`config.mk`:
```
export PLATFORM = sky130hd
export DESIGN_NAME = i2c_slave_irq_enable_status
export DESIGN_NICKNAME = d
export VERILOG_FILES = /design/src/include/i2c_irq_pkg.sv /design/src/rtl/i2c_slave_irq_enable_status.sv /design/src/rtl/bit_sync2.sv /design/src/rtl/sticky_flags.sv
export SDC_FILE = /design/constraint.sdc
export NUM_CORES = 1
export LEC_CHECK = 0
export ABC_AREA = 0
export ABC_CLOCK_PERIOD_IN_PS = 2490
export BUFFER_PORTS_ARGS = -buffer_cell sky130_fd_sc_hd__buf_2
export CORE_ASPECT_RATIO = 0.8
export CORE_MARGIN = 1
export CORE_UTILIZATION = 30
export CTS_BUF_LIST = sky130_fd_sc_hd__clkbuf_4 sky130_fd_sc_hd__clkbuf_8
export DETAILED_ROUTE_END_ITERATION = 10
export PLACE_DENSITY_LB_ADDON = 0.2
export SYNTH_ARGS = -nofsm -noshare
export SYNTH_HDL_FRONTEND = slang
export SYNTH_SLANG_ARGS = --single-unit
```
`constraint.sdc`:
```
create_clock -name MCLK_I -period 2.49 [get_ports MCLK_I]
set_input_delay 0.249 -clock MCLK_I [delete_from_list [all_inputs] [get_ports MCLK_I]]
set_output_delay 0.249 -clock MCLK_I [all_outputs]
set_load 0.05 [all_outputs]
```
`src/include/i2c_irq_pkg.sv`:
```
package i2c_irq_pkg;

    // Width of every software-visible register.
    localparam int unsigned DATA_W = 16;
    // Width of the register port address.
    localparam int unsigned ADDR_W = 3;

    // Register offsets on the plain register port.
    localparam logic [ADDR_W-1:0] OFF_IRQ_ENABLE = 3'h0;
    localparam logic [ADDR_W-1:0] OFF_STATUS2 = 3'h1;
    localparam logic [ADDR_W-1:0] OFF_IRQ_ENABLE2 = 3'h2;
    localparam logic [ADDR_W-1:0] OFF_MEM_PTR = 3'h3;

    // Primary flags, most significant first, laid out as the enable register bits 9 down to 0.
    typedef struct packed {
        logic overrun;
        logic general_call;
        logic nack;
        logic unused6;
        logic addr_match;
        logic timeout;
        logic stretch;
        logic rx_ready;
        logic tx_done;
        logic start;
    } pri_flags_t;

    // Number of implemented low bits of the primary enable register.
    localparam int unsigned PRI_W = 10;
    // Writable bits of the primary enable register; bit 6 is reserved.
    localparam logic [PRI_W-1:0] PRI_EN_MASK = 10'h3bf;

    // Secondary status bit positions.
    localparam int unsigned BIT_STOP = 5;
    localparam int unsigned BIT_AFTER_START = 4;
    localparam int unsigned BIT_MEM_ADDR = 3;
    localparam int unsigned BIT_XFER_DONE = 1;

    // Writable bits of the secondary status and secondary enable registers.
    localparam logic [DATA_W-1:0] STATUS2_RW_MASK = 16'h003a;
    localparam logic [DATA_W-1:0] ENABLE2_RW_MASK = 16'h0038;
    // Reset value shared by all registers of the block.
    localparam logic [DATA_W-1:0] REG_RESET = 16'h0000;

    // Memory pointer width and its reset value.
    localparam int unsigned MEM_PTR_W = 8;
    localparam logic [MEM_PTR_W-1:0] MEM_PTR_RESET = 8'h00;

    // Level of an idle clock line.
    localparam logic SCL_IDLE = 1'b1;

    // After-start tracker: waiting, START seen, one clock rising edge seen.
    typedef enum logic [1:0] {
        AS_IDLE = 2'b00,
        AS_ZERO = 2'b01,
        AS_ONE = 2'b10
    } after_start_state_t;

    // Memory address catcher: idle, or armed by a write address match.
    typedef enum logic {
        MA_IDLE = 1'b0,
        MA_ARMED = 1'b1
    } mem_addr_state_t;

    // One register port request.
    typedef struct packed {
        logic [ADDR_W-1:0] addr;
        logic [DATA_W-1:0] wdata;
        logic wr;
        logic rd;
    } reg_req_t;

    // One-cycle events from the shifter and condition detectors.
    typedef struct packed {
        logic stop;
        logic start;
        logic tx_acked;
        logic addr_match_wr;
        logic rx_valid;
        logic [MEM_PTR_W-1:0] rx_byte;
    } link_event_t;

endpackage

```
`src/rtl/i2c_slave_irq_enable_status.sv`:
```
// Operation
// - Overrun flag with enable bit 9 interrupts.
// - General call flag with bit 8 interrupts.
// - NACK flag with bit 7 interrupts.
// - Address match flag with bit 5 interrupts.
// - Timeout flag with bit 4 interrupts.
// - Clock stretch flag with bit 3 interrupts.
// - Receive ready flag with bit 2 interrupts.
// - Transmit complete flag with bit 1 interrupts.
// - START flag with bit 0 interrupts.
// - STOP sets sticky bit 5; software set interrupts.
// - START plus two clocks sets bit 4.
// - Memory address byte fills pointer, sets bit 3.
// - Byte out and acknowledge sets bit 1.
// - STOP flag gated by second enable bit 5.
// - First write byte after match is address.
//
// Design decisions made here: the address map and the plain strobed port.
`timescale 1ns/1ps
`default_nettype none

module i2c_slave_irq_enable_status (
    input wire logic MCLK_I,
    input wire logic RST_N_I,
    input wire logic CE_I,
    input wire i2c_irq_pkg::reg_req_t REG_REQ_I,
    output logic [i2c_irq_pkg::DATA_W-1:0] RDATA_O,
    input wire i2c_irq_pkg::pri_flags_t PRI_FLAGS_I,
    input wire i2c_irq_pkg::link_event_t LINK_EVT_I,
    input wire logic SCL_I,
    output logic [i2c_irq_pkg::MEM_PTR_W-1:0] MEM_PTR_O,
    output logic IRQ_O
);

    // True when the request address selects the given register offset.
    function automatic logic addr_hit(
        input logic [i2c_irq_pkg::ADDR_W-1:0] addr,
        input logic [i2c_irq_pkg::ADDR_W-1:0] off
    );
        addr_hit = (addr == off);
    endfunction

    // Primary interrupt enable register; reserved bits are never stored.
    i2c_irq_pkg::pri_flags_t irq_enable;
    // Secondary interrupt enable register, masked to its writable bits.
    logic [i2c_irq_pkg::DATA_W-1:0] irq_enable2;
    // Secondary status register, driven by the sticky flag bank.
    logic [i2c_irq_pkg::DATA_W-1:0] status2;
    // Hardware set requests for the secondary status bits.
    logic [i2c_irq_pkg::DATA_W-1:0] status2_set;
    // Memory pointer low byte.
    logic [i2c_irq_pkg::MEM_PTR_W-1:0] mem_ptr;
    // Registered read data, valid only in the cycle after a read.
    logic [i2c_irq_pkg::DATA_W-1:0] rdata;
    // Registered interrupt request.
    logic irq;

    // Clock line after the synchroniser, and its value one cycle earlier.
    logic scl_s;
    logic scl_d;

    // Tracker states.
    i2c_irq_pkg::after_start_state_t as_state;
    i2c_irq_pkg::after_start_state_t next_as_state;
    i2c_irq_pkg::mem_addr_state_t ma_state;
    i2c_irq_pkg::mem_addr_state_t next_ma_state;

    // Write strobes decoded per register.
    wire logic wr_enable = REG_REQ_I.wr && addr_hit(REG_REQ_I.addr, i2c_irq_pkg::OFF_IRQ_ENABLE);
    wire logic wr_status2 = REG_REQ_I.wr && addr_hit(REG_REQ_I.addr, i2c_irq_pkg::OFF_STATUS2);
    wire logic wr_enable2 = REG_REQ_I.wr && addr_hit(REG_REQ_I.addr, i2c_irq_pkg::OFF_IRQ_ENABLE2);
    wire logic wr_mem_ptr = REG_REQ_I.wr && addr_hit(REG_REQ_I.addr, i2c_irq_pkg::OFF_MEM_PTR);

    // Rising edge of the synchronised clock line.
    wire logic scl_rise = scl_s && !scl_d;

    // The memory address byte is the first byte received while armed.
    wire logic mem_addr_catch = (ma_state == i2c_irq_pkg::MA_ARMED) && LINK_EVT_I.rx_valid;

    // The second rising clock edge after START completes the after-start sequence.
    // A START or STOP in the same cycle wins, since either one ends the count.
    wire logic after_start_hit = (as_state == i2c_irq_pkg::AS_ONE) && scl_rise
        && !LINK_EVT_I.start && !LINK_EVT_I.stop;

    // Primary flags gated bit by bit with their enables.
    wire logic [i2c_irq_pkg::PRI_W-1:0] pri_hits = PRI_FLAGS_I & irq_enable;

    // Secondary flags gated with the secondary enables; the transfer flag has no enable.
    wire logic [i2c_irq_pkg::DATA_W-1:0] sec_hits = status2 & irq_enable2;

    // Any enabled source raises the single request.
    wire logic next_irq = (|pri_hits) || (|sec_hits);

    // Read selection; unmapped offsets and reserved bits read as zero.
    wire logic [i2c_irq_pkg::DATA_W-1:0] read_mux =
        addr_hit(REG_REQ_I.addr, i2c_irq_pkg::OFF_IRQ_ENABLE) ? i2c_irq_pkg::DATA_W'(irq_enable) :
        addr_hit(REG_REQ_I.addr, i2c_irq_pkg::OFF_STATUS2) ? status2 :
        addr_hit(REG_REQ_I.addr, i2c_irq_pkg::OFF_IRQ_ENABLE2) ? irq_enable2 :
        addr_hit(REG_REQ_I.addr, i2c_irq_pkg::OFF_MEM_PTR) ? i2c_irq_pkg::DATA_W'(mem_ptr) :
        i2c_irq_pkg::REG_RESET;

    // The clock line comes from the far master, so it is synchronised first.
    bit_sync2 #(
        .RESET_LEVEL(i2c_irq_pkg::SCL_IDLE)
    ) u_scl_sync (
        .clk_i(MCLK_I),
        .rst_n_i(RST_N_I),
        .ce_i(CE_I),
        .d_i(SCL_I),
        .q_o(scl_s)
    );

    // Hardware set requests for each secondary status bit; reserved bits never set.
    always_comb
    begin
        status2_set = i2c_irq_pkg::REG_RESET;
        status2_set[i2c_irq_pkg::BIT_STOP] = LINK_EVT_I.stop;
        status2_set[i2c_irq_pkg::BIT_AFTER_START] = after_start_hit;
        status2_set[i2c_irq_pkg::BIT_MEM_ADDR] = mem_addr_catch;
        status2_set[i2c_irq_pkg::BIT_XFER_DONE] = LINK_EVT_I.tx_acked;
    end

    // Secondary status flags; a software write of one also sets a flag,
    // so software can raise the interrupt itself for test.
    sticky_flags #(
        .W(i2c_irq_pkg::DATA_W)
    ) u_status2 (
        .clk_i(MCLK_I),
        .rst_n_i(RST_N_I),
        .ce_i(CE_I),
        .hw_set_i(status2_set),
        .sw_we_i(wr_status2),
        .sw_val_i(REG_REQ_I.wdata & i2c_irq_pkg::STATUS2_RW_MASK),
        .q_o(status2)
    );

    // After-start tracker. A repeated START restarts the count, and a STOP
    // abandons it. Edges are counted only after synchronisation, so the
    // flag lags the bus by the two synchroniser stages.
    always_comb
    begin
        next_as_state = as_state;
        if (LINK_EVT_I.start)
            next_as_state = i2c_irq_pkg::AS_ZERO;
        else if (LINK_EVT_I.stop)
            next_as_state = i2c_irq_pkg::AS_IDLE;
        else
        begin
            unique case (as_state)
                // Nothing to count until a START.
                i2c_irq_pkg::AS_IDLE:
                    next_as_state = i2c_irq_pkg::AS_IDLE;
                // First rising edge after START.
                i2c_irq_pkg::AS_ZERO:
                    if (scl_rise)
                        next_as_state = i2c_irq_pkg::AS_ONE;
                // Second rising edge sets the flag and ends the sequence.
                i2c_irq_pkg::AS_ONE:
                    if (scl_rise)
                        next_as_state = i2c_irq_pkg::AS_IDLE;
                // The spare code falls back to idle.
                default:
                    next_as_state = i2c_irq_pkg::AS_IDLE;
            endcase
        end
    end

    // Memory address catcher. Armed by a write address match, disarmed by the
    // first byte or by any START or STOP, so read transfers never move the pointer.
    always_comb
    begin
        next_ma_state = ma_state;
        unique case (ma_state)
            // Wait for an address match with the write direction.
            i2c_irq_pkg::MA_IDLE:
                if (LINK_EVT_I.addr_match_wr && !LINK_EVT_I.stop)
                    next_ma_state = i2c_irq_pkg::MA_ARMED;
            // The next byte, or a bus condition, ends the wait.
            i2c_irq_pkg::MA_ARMED:
                if (LINK_EVT_I.rx_valid || LINK_EVT_I.start || LINK_EVT_I.stop)
                    next_ma_state = i2c_irq_pkg::MA_IDLE;
        endcase
    end

    // Tracker states and the delayed clock sample.
    always_ff @(posedge MCLK_I)
    begin
        if (!RST_N_I)
        begin
            as_state <= i2c_irq_pkg::AS_IDLE;
            ma_state <= i2c_irq_pkg::MA_IDLE;
            scl_d <= i2c_irq_pkg::SCL_IDLE;
        end
        else if (CE_I)
        begin
            as_state <= next_as_state;
            ma_state <= next_ma_state;
            scl_d <= scl_s;
        end
    end

    // Enable registers; reserved bits are masked off so they read as zero.
    always_ff @(posedge MCLK_I)
    begin
        if (!RST_N_I)
        begin
            irq_enable <= i2c_irq_pkg::REG_RESET[i2c_irq_pkg::PRI_W-1:0];
            irq_enable2 <= i2c_irq_pkg::REG_RESET;
        end
        else if (CE_I)
        begin
            if (wr_enable)
                irq_enable <= REG_REQ_I.wdata[i2c_irq_pkg::PRI_W-1:0] & i2c_irq_pkg::PRI_EN_MASK;
            if (wr_enable2)
                irq_enable2 <= REG_REQ_I.wdata & i2c_irq_pkg::ENABLE2_RW_MASK;
        end
    end

    // Memory pointer; the captured bus byte wins over a software write in the same cycle.
    always_ff @(posedge MCLK_I)
    begin
        if (!RST_N_I)
            mem_ptr <= i2c_irq_pkg::MEM_PTR_RESET;
        else if (CE_I)
        begin
            if (mem_addr_catch)
                mem_ptr <= LINK_EVT_I.rx_byte;
            else if (wr_mem_ptr)
                mem_ptr <= REG_REQ_I.wdata[i2c_irq_pkg::MEM_PTR_W-1:0];
        end
    end

    // Read data stands only in the cycle after the read strobe, zero otherwise.
    always_ff @(posedge MCLK_I)
    begin
        if (!RST_N_I)
            rdata <= i2c_irq_pkg::REG_RESET;
        else if (CE_I)
            rdata <= REG_REQ_I.rd ? read_mux : i2c_irq_pkg::REG_RESET;
    end

    // Registered interrupt request; one cycle of latency buys a glitch-free output.
    always_ff @(posedge MCLK_I)
    begin
        if (!RST_N_I)
            irq <= 1'b0;
        else if (CE_I)
            irq <= next_irq;
    end

    assign RDATA_O = rdata;
    assign MEM_PTR_O = mem_ptr;
    assign IRQ_O = irq;
endmodule
`default_nettype wire

```
`src/rtl/bit_sync2.sv`:
```
`timescale 1ns/1ps
`default_nettype none

// Two-stage synchroniser for a level from outside the clock domain.
module bit_sync2 #(
    parameter logic RESET_LEVEL = 1'b0
) (
    input wire logic clk_i,
    input wire logic rst_n_i,
    input wire logic ce_i,
    input wire logic d_i,
    output logic q_o
);

    // First stage; only the second stage reads it, to contain metastability.
    logic meta;

    // Both stages freeze with the clock enable and reset to the idle level.
    always_ff @(posedge clk_i)
    begin
        if (!rst_n_i)
        begin
            meta <= RESET_LEVEL;
            q_o <= RESET_LEVEL;
        end
        else if (ce_i)
        begin
            meta <= d_i;
            q_o <= meta;
        end
    end

endmodule
`default_nettype wire

```
`src/rtl/sticky_flags.sv`:
```
`timescale 1ns/1ps
`default_nettype none

// Bank of sticky flags: hardware sets, software writes, a set beats a clear.
module sticky_flags #(
    parameter int unsigned W = 16
) (
    input wire logic clk_i,
    input wire logic rst_n_i,
    input wire logic ce_i,
    input wire logic [W-1:0] hw_set_i,
    input wire logic sw_we_i,
    input wire logic [W-1:0] sw_val_i,
    output logic [W-1:0] q_o
);

    genvar i;

    // One flop per flag so that each bit keeps its own set-over-clear priority.
    generate
        for (i = 0; i < W; i++)
        begin : g_flag
            // Software value when written, else hold; a hardware set overrides both.
            wire logic next_q = hw_set_i[i] | (sw_we_i ? sw_val_i[i] : q_o[i]);

            always_ff @(posedge clk_i)
            begin
                if (!rst_n_i)
                    q_o[i] <= 1'b0;
                else if (ce_i)
                    q_o[i] <= next_q;
            end
        end
    endgenerate

endmodule
`default_nettype wire

```
* Yosys cells after proc, flatten, opt, wreduce, memory -nomap -nowiden
Index checks and enable logic that the tools add are counted.
** Cells by class
- Equal/unequal tests :: 7
- Muxes and demuxes :: 19
- Bitwise operators :: 7
- Reduce and logical (&&, ||, !) cells :: 24
** Operators by type and width (number)
- 8-bit two-way mux :: 5
- 10-bit two-way mux :: 2
- 16-bit OR reduction :: 1
- 10-bit AND :: 1
- 1-bit logical AND :: 10
- 10-bit OR reduction :: 1
- 2-bit two-way mux :: 4
- 4-bit != test (second input constant) :: 2
- 6-bit AND :: 1
- 3-bit by 2-bit == test with 1-bit output (second input constant) :: 2
- 1-bit two-way mux :: 6
- 2-bit AND reduction :: 3
- 1-bit OR :: 4
- 2-bit one-hot mux with 2 select lines :: 1
- 3-bit by 1-bit == test with 1-bit output (second input constant) :: 1
- 1-bit zero test :: 3
- 3-bit zero test :: 1
- 1-bit logical OR :: 3
- 3-bit AND reduction :: 1
- 2-bit by 1-bit == test with 1-bit output (second input constant) :: 1
- 2-bit == test (second input constant) :: 1
- 1-bit one-hot mux with 2 select lines :: 1
- 2-bit nonzero test :: 1
- 1-bit NOT :: 1
** Storage, ports and cells
- Bits in registers :: 47
- Output and inout bits :: 25
- Logic and storage cells :: 79

* Depth between registers and ports, before layout
Gate-level depths: netlist of the first run.
- Depth after elaboration :: 6
- Gate-level depth with buffers :: 6
- Mapped depth without buffers :: 4

* Hierarchy
A second synthesis of the first run with hierarchy kept.
** Second synthesis, totals
- Cells, all modules :: 284
- Area, all modules :: 2854.0 µm²
** Modules (own cells, without submodules)
- i2c_slave_irq_enable_status :: instances 1, cells each 206, area each 1996.9 µm², seq. area each 820.8 µm²
- sticky_flags :: instances 1, cells each 72, area each 789.5 µm², seq. area each 320.3 µm²
- bit_sync2 :: instances 1, cells each 6, area each 67.6 µm², seq. area each 40.0 µm²

* Worst setup path before layout of the first run
No wires, ideal clock.
- Kind :: register -> register
- From :: reg ma_state
- To :: reg mem_ptr (netlist bit MEM_PTR_O[6])
- Arrival time :: 1125 ps
- Required time :: 2374 ps
- Slack :: 1249 ps
- Cell stages (with the launch flop) :: 6
- Cells stage by stage :: dfxtp_1 > nand2_1 > a21oi_2 > buf_4 > nand3_1 > o211a_1
** Between the ends
- Word-level cells in the longest chain between the ends :: 3
- Elaborated cells between the ends (all ways) :: 4
- Classes of those cells :: mux: 1; reduce/logical: 3
** Ends and longest elaborated chain
- from (decl) :: RTL line i2c_slave_irq_enable_status.sv:65 : i2c_irq_pkg::mem_addr_state_t ma_state;
- from (signal assigned) :: RTL line i2c_slave_irq_enable_status.sv:191 : ma_state <= i2c_irq_pkg::MA_IDLE;
- from (signal assigned) :: RTL line i2c_slave_irq_enable_status.sv:197 : ma_state <= next_ma_state;
- 1-bit logical AND (*) :: RTL line i2c_slave_irq_enable_status.sv:78 : wire logic mem_addr_catch = (ma_state == i2c_irq_pkg::MA_ARMED) && LINK_EVT_I.rx_valid;
- 2-bit nonzero test (no line)
- 2-bit AND reduction (no line)
- to (signal assigned) :: RTL line i2c_slave_irq_enable_status.sv:223 : mem_ptr <= i2c_irq_pkg::MEM_PTR_RESET;
- to (signal assigned) :: RTL line i2c_slave_irq_enable_status.sv:227 : mem_ptr <= LINK_EVT_I.rx_byte;
- to (signal assigned) :: RTL line i2c_slave_irq_enable_status.sv:229 : mem_ptr <= REG_REQ_I.wdata[i2c_irq_pkg::MEM_PTR_W-1:0];
- to (decl) :: RTL line i2c_slave_irq_enable_status.sv:52 : logic [i2c_irq_pkg::MEM_PTR_W-1:0] mem_ptr;
Mark *: on every way between the ends. The rest lies on a longest branch, timed or not.
A chain may end at the register's enable or synchronous reset.

* Final worst setup path of the first run
- From :: reg ma_state
- To :: reg mem_ptr (netlist bit MEM_PTR_O[7])
The elaborated chain is that of the path after synthesis.

==> results.yml, run 1 <==
timing:
  post-route-period-util_pct: 54.9
  slew_violations: 0
  min_period_ns: 1.37
  slew_headroom_pct: 52.4
  hold_viol_final: 0
  finalSetupViolCount: 0
  rsz0062_at_grt: "no"
  tightestPinTransition_ns: 0.714
  setup_tns_ns: 0
  clock_skew_ns: 0.00396
  fmax_ghz: 0.732
floorplan:
  die-height_um: 74.9
  start_util_pct: 31.1
  dieArea_mm2: 0.00697
  num_rows: 26
  chipWidth_um: 93.1
  io_pins: 73
  core-area_mm2: 0.00641
power:
  combPwrFrac_pct: 13.2
  seq_power_share_pct: 47.4
  p_per_area_mw_per_mm2: 589
  leakagePower_nw: 1.08
  power.internal_mw: 1.07
  ir_worst_vdd_v: 0.000235
  power_switching_mw: 0.364
  p_sw_share_pct: 25.3
  clockPowerShare_pct: 39.3
  power_mw: 1.44
yosys:
  ys_seq_area_share_pct: 41.2
  mappedNetlistArea_mm2: 0.00199
  synth_seq_cells: 41
  syn_avg_cell_area_um2: 8.89
  synth_flop_cell: "dfxtp_1"
  async_flop_share_pct: 0
  ys_types: 35
  syn_inst: 224
  ys_warn_count: 0
  synth-edff-count: 0
route:
  wl_met2_um: 2250
  routed_wl_um: 5400
  via_count: 1808
  met1_length_um: 2820
  wl_met3_um: 290
  wire_per_inst_um: 14.8
  ant_nets: 0
  drc: 0
  drt_pass1_iterations: 4
  first_iter_violations: 89
  highest_layer: "met4"
  vias_per_cell: 4.97
finish:
  final_cell_mix: "buf_2, dfxtp_1, nand3_1"
  fin_cells: 364
  nets: 327
  final_common_cell: "buf_2"
  area_delta_synth_final_pct: 22.7
  drive_gt1_share_pct: 28.9
  antenna_cells: 0
worst_setup_path:
  path_class: "reg -> reg"
  critPathLaunchType: "flip-flop"
  endpoint_kind: "flip-flop"
  critPathMaxFanout: 15
  cp.required_ns: 2.68
  cp.arrival_ns: 1.55
clocking:
  cts_setup_buffers: 0
  cts_tree: "built"
  h-tree-depth: 2
  path_clk_slew_ns: 0.08
  ctsHoldBuffers: 0
  cts_num_sinks: 41
  root_buffer: "clkbuf_8"
  cts_resized: 0
  cts_buffer_depth: 2
  numCtsBuffers: 5
  clkLatencyLatePin_ns: 0.29
grt:
  antenna_found_initial: 0
  grt_pass1_vias: 1690
  track_usage_pct: 16.3
  grt_overflow: 0
  grt_pass1_wl_um: 8550
  grt_max_degree: 44
place:
  place_inst: 356
  io_buffers: 59
  hpwl_um: 4000
  globalplace.congestion: 0.762
hold_path:
  hp-class: "in -> reg"
outcome:
  status: "finished clean"
flow_run:
  drv_cap: 0
==> cells in the mapped netlist, drive strengths merged, types with 2 or more instances <==
| master | n | area (µm²) |
|---|---|---|
| dfxtp | 41 | 821 |
| nand3 | 23 | 115 |
| nor2b | 21 | 131 |
| nand2 | 20 | 75.1 |
| buf | 14 | 98.8 |
| mux2i | 13 | 130 |
| o21ai | 13 | 65.1 |
| a22oi | 9 | 67.6 |
| nor3 | 9 | 56.3 |
| o211a | 8 | 80.1 |
| a21oi | 7 | 38.8 |
| clkbuf | 7 | 26.3 |
| nor2 | 6 | 25.0 |
| a21boi | 5 | 37.5 |
| o31ai | 4 | 30.0 |
| a222oi | 3 | 30.0 |
| inv | 3 | 11.3 |
| nand3b | 3 | 22.5 |
| mux2 | 2 | 22.5 |
| nand2b | 2 | 12.5 |
| nand4 | 2 | 12.5 |
| nand4b | 2 | 17.5 |
==> worst max-delay path: stages, from the launching register on <==
cell	delay [ns]
dfxtp_1	0.34
nand2_1	0.09
a21oi_2	0.53
nand3_1	0.14
o211a_1	0.16
==> logic make-up (layout without fill, tap and decap cells) <==
| family | count (synthesis) | after routing | synth area share [%] |
|---|---|---|---|
| simple gates | 90 | 90 | 24.7 |
| flops | 41 | 41 | 41.2 |
| other cells | 1 | 6 | 0.188 |
| buf+inv | 24 | 75 | 6.85 |
| compound gates | 53 | 53 | 19.4 |
| mux | 15 | 15 | 7.67 |
==> layer usage <==
| layer | up-vias | track usage (%) |
|---|---|---|
| met3 | 5 | 4.04 |
| met2 | 54 | 24.8 |
| met4 | 0 | 4.62 |
| met1 | 837 | 22.9 |
| li1 | 912 | - |
| met5 | - | 0 |
==> sequential cells by signal (all words and copies together), names as in the netlist <==
signal           flops
as_state             2
u_scl_sync.q_o       1
irq_enable2          3
u_scl_sync.meta      1
irq_enable           9
scl_d                1
u_status2.q_o        4
ma_state             1
MEM_PTR_O            8
RDATA_O             10
IRQ_O                1
==> power by group through the flow <==
stage	Clock [mW]	Combinational [mW]	Sequential, mW
finish	0.566	0.190	0.682
global route	0.618	0.206	0.684
CTS	0.585	0.191	0.682
detailed placement	0	0.191	0.698
global placement	0	0.189	0.698
floorplan	0	0.111	0.717
==> worst paths after layout <==
kind,from,to,slack [ns],cells past startpoint
max,ma_state,MEM_PTR_O[7],1.12,4
min,SCL_I,u_scl_sync.meta,0.18,3
max reg2reg,ma_state,MEM_PTR_O[7],1.12,4
min reg2reg,u_status2.q_o[1],u_status2.q_o[1],0.46,2
==> cell type report <==
cell class	count	area (µm²)
Fill cell	698	3970
Multi-Input combinational cell	164	1050
Sequential cell	41	821
Timing Repair Buffer	64	333
Tap cell	84	105
Clock buffer	7	90.1
Clock inverter	1	30.0
Inverter	3	11.3
==> metrics by stage <==
step	cell area [µm²]	utilization, %	hold WS (ns)	setup WS (ns)
CTS	2440	38.1	0.174	1.11
finish	2440	38.1	0.178	1.12
global placement	2320	36.2	0.451	0.871
global route	2440	38.1	0.206	0.954
floorplan	2010	-	0.350	1.25
detailed placement	2320	36.2	0.453	0.840
(Power assumes the default switching activity.)
==> inputs of run 2 (changes only) <==
Settings changed: ABC_CLOCK_PERIOD_IN_PS 2490 to 1360.
Clock period 2.49 ns to 1.36 ns, I/O delays scaled along.
==> results.yml, run 2 (synthesis results as in run 1) <==
hold_path:
  hp-class: "in -> reg"
  hold_start: "SCL_I"
finish:
  drive_gt1_share_pct: 31.1
  nets: 336
  final_cell_mix: "buf_2, dfxtp_1, nand3_1"
  largest_register_ff_count: 10
  area_delta_synth_final_pct: 25.6
  final_common_cell: "buf_2"
  antenna_cells: 0
outcome:
  status: "finished clean"
floorplan:
  die-height_um: 74.9
  core-area_mm2: 0.00641
  num_rows: 26
  start_util_pct: 31.1
  dieArea_mm2: 0.00697
  chipWidth_um: 93.1
  io_pins: 73
place:
  globalplace.congestion: 0.753
  hpwl_um: 4190
  io_buffers: 59
timing:
  fmax_ghz: 0.869
  setup_tns_ns: 0
  fin_hold_ws_ns: 0.0549
  min_period_ns: 1.15
  slew_violations: 0
  hold_viol_final: 0
  finalSetupViolCount: 0
  clock_skew_ns: 0.00358
  post-route-period-util_pct: 84.6
  rsz0062_at_grt: "no"
worst_setup_path:
  critPathLaunchType: "flip-flop"
  path_class: "reg -> reg"
  critPathLaunch: "irq_enable[3]"
  cp.arrival_ns: 1.34
  endpoint_kind: "flip-flop"
  cp.required_ns: 1.55
  rr_startpoint: "irq_enable[3]"
  critPathMaxFanout: 3
clocking:
  clkLatencyLatePin_ns: 0.29
  ctsHoldBuffers: 0
  cts_setup_buffers: 0
  cts_resized: 0
  root_buffer: "clkbuf_8"
  cts_tree: "built"
  path_clk_slew_ns: 0.08
  numCtsBuffers: 5
  cts_buffer_depth: 2
  h-tree-depth: 2
  cts_num_sinks: 41
power:
  p_per_area_mw_per_mm2: 966
  ir_worst_vdd_v: 0.000391
  leakagePower_nw: 1.11
route:
  vias_per_cell: 4.83
  drt_pass1_iterations: 4
  wire_per_inst_um: 14.7
  first_iter_violations: 88
  highest_layer: "met4"
  routed_wl_um: 5490
  met1_length_um: 2900
  wl_met2_um: 2210
  wl_met3_um: 312
  via_count: 1801
  drc: 0
  ant_nets: 0
grt:
  grt_overflow: 0
  track_usage_pct: 16.7
  grt_pass1_vias: 1676
  grt_max_degree: 26
  antenna_found_initial: 0
  grt_pass1_wl_um: 8710
flow_run:
  drv_cap: 0
==> run 2: area by class of cell <==
| cell class | instances | area [µm²] |
|---|---|---|
| timing repair buffer | 73 | 425 |
| clock inverter | 3 | 17.5 |
| multi-input combinational | 164 | 1050 |
| tap | 84 | 105 |
| sequential | 41 | 821 |
| clock buffer | 5 | 68.8 |
| inverter | 3 | 11.3 |
| fill | 674 | 3910 |
==> run 2: worst paths after layout <==
check / end / slack [ns] / depth (start not counted)
setup / recovery: IRQ_O / 0.21 / 3
hold / removal: u_scl_sync.meta / 0.05 / 3
hold reg to reg: u_status2.q_o[1] / 0.45 / 2
setup reg to reg: IRQ_O / 0.21 / 3
==> run 2: power by group <==
group / internal, mW / switching, mW
Clock: 0.354 / 0.439
Sequential: 1.23 / 0.0207
Combinational: 0.142 / 0.231
==> run 2: stage by stage <==
step | power (mW) | setup WS [ns] | area (µm²) | std cells | util [%]
2_1_floorplan | 1.52 | 0.119 | 2010 | 229 | -
3_3_place_gp | 1.65 | 0.101 | 2410 | 365 | 37.7
3_5_place_dp | 1.65 | 0.0895 | 2410 | 365 | 37.7
4_1_cts | 2.46 | 0.195 | 2500 | 373 | 39.0
5_1_grt | 2.55 | 0.132 | 2500 | 373 | 39.0
6_report | 2.42 | 0.209 | 2500 | 373 | 39.0
==> run 2: layer usage <==
layer | vias to the layer above | GRT usage [%]
met5 | - | 0
met4 | 0 | 4.62
met3 | 8 | 4.55
met2 | 55 | 24.3
met1 | 814 | 24.1
li1 | 924 | -
==> run 2: worst max-delay path: stages, from the launching register on <==
cell      delay [ns]
dfxtp_1         0.34
a222oi_1        0.34
nand3_1         0.12
o221a_2         0.26
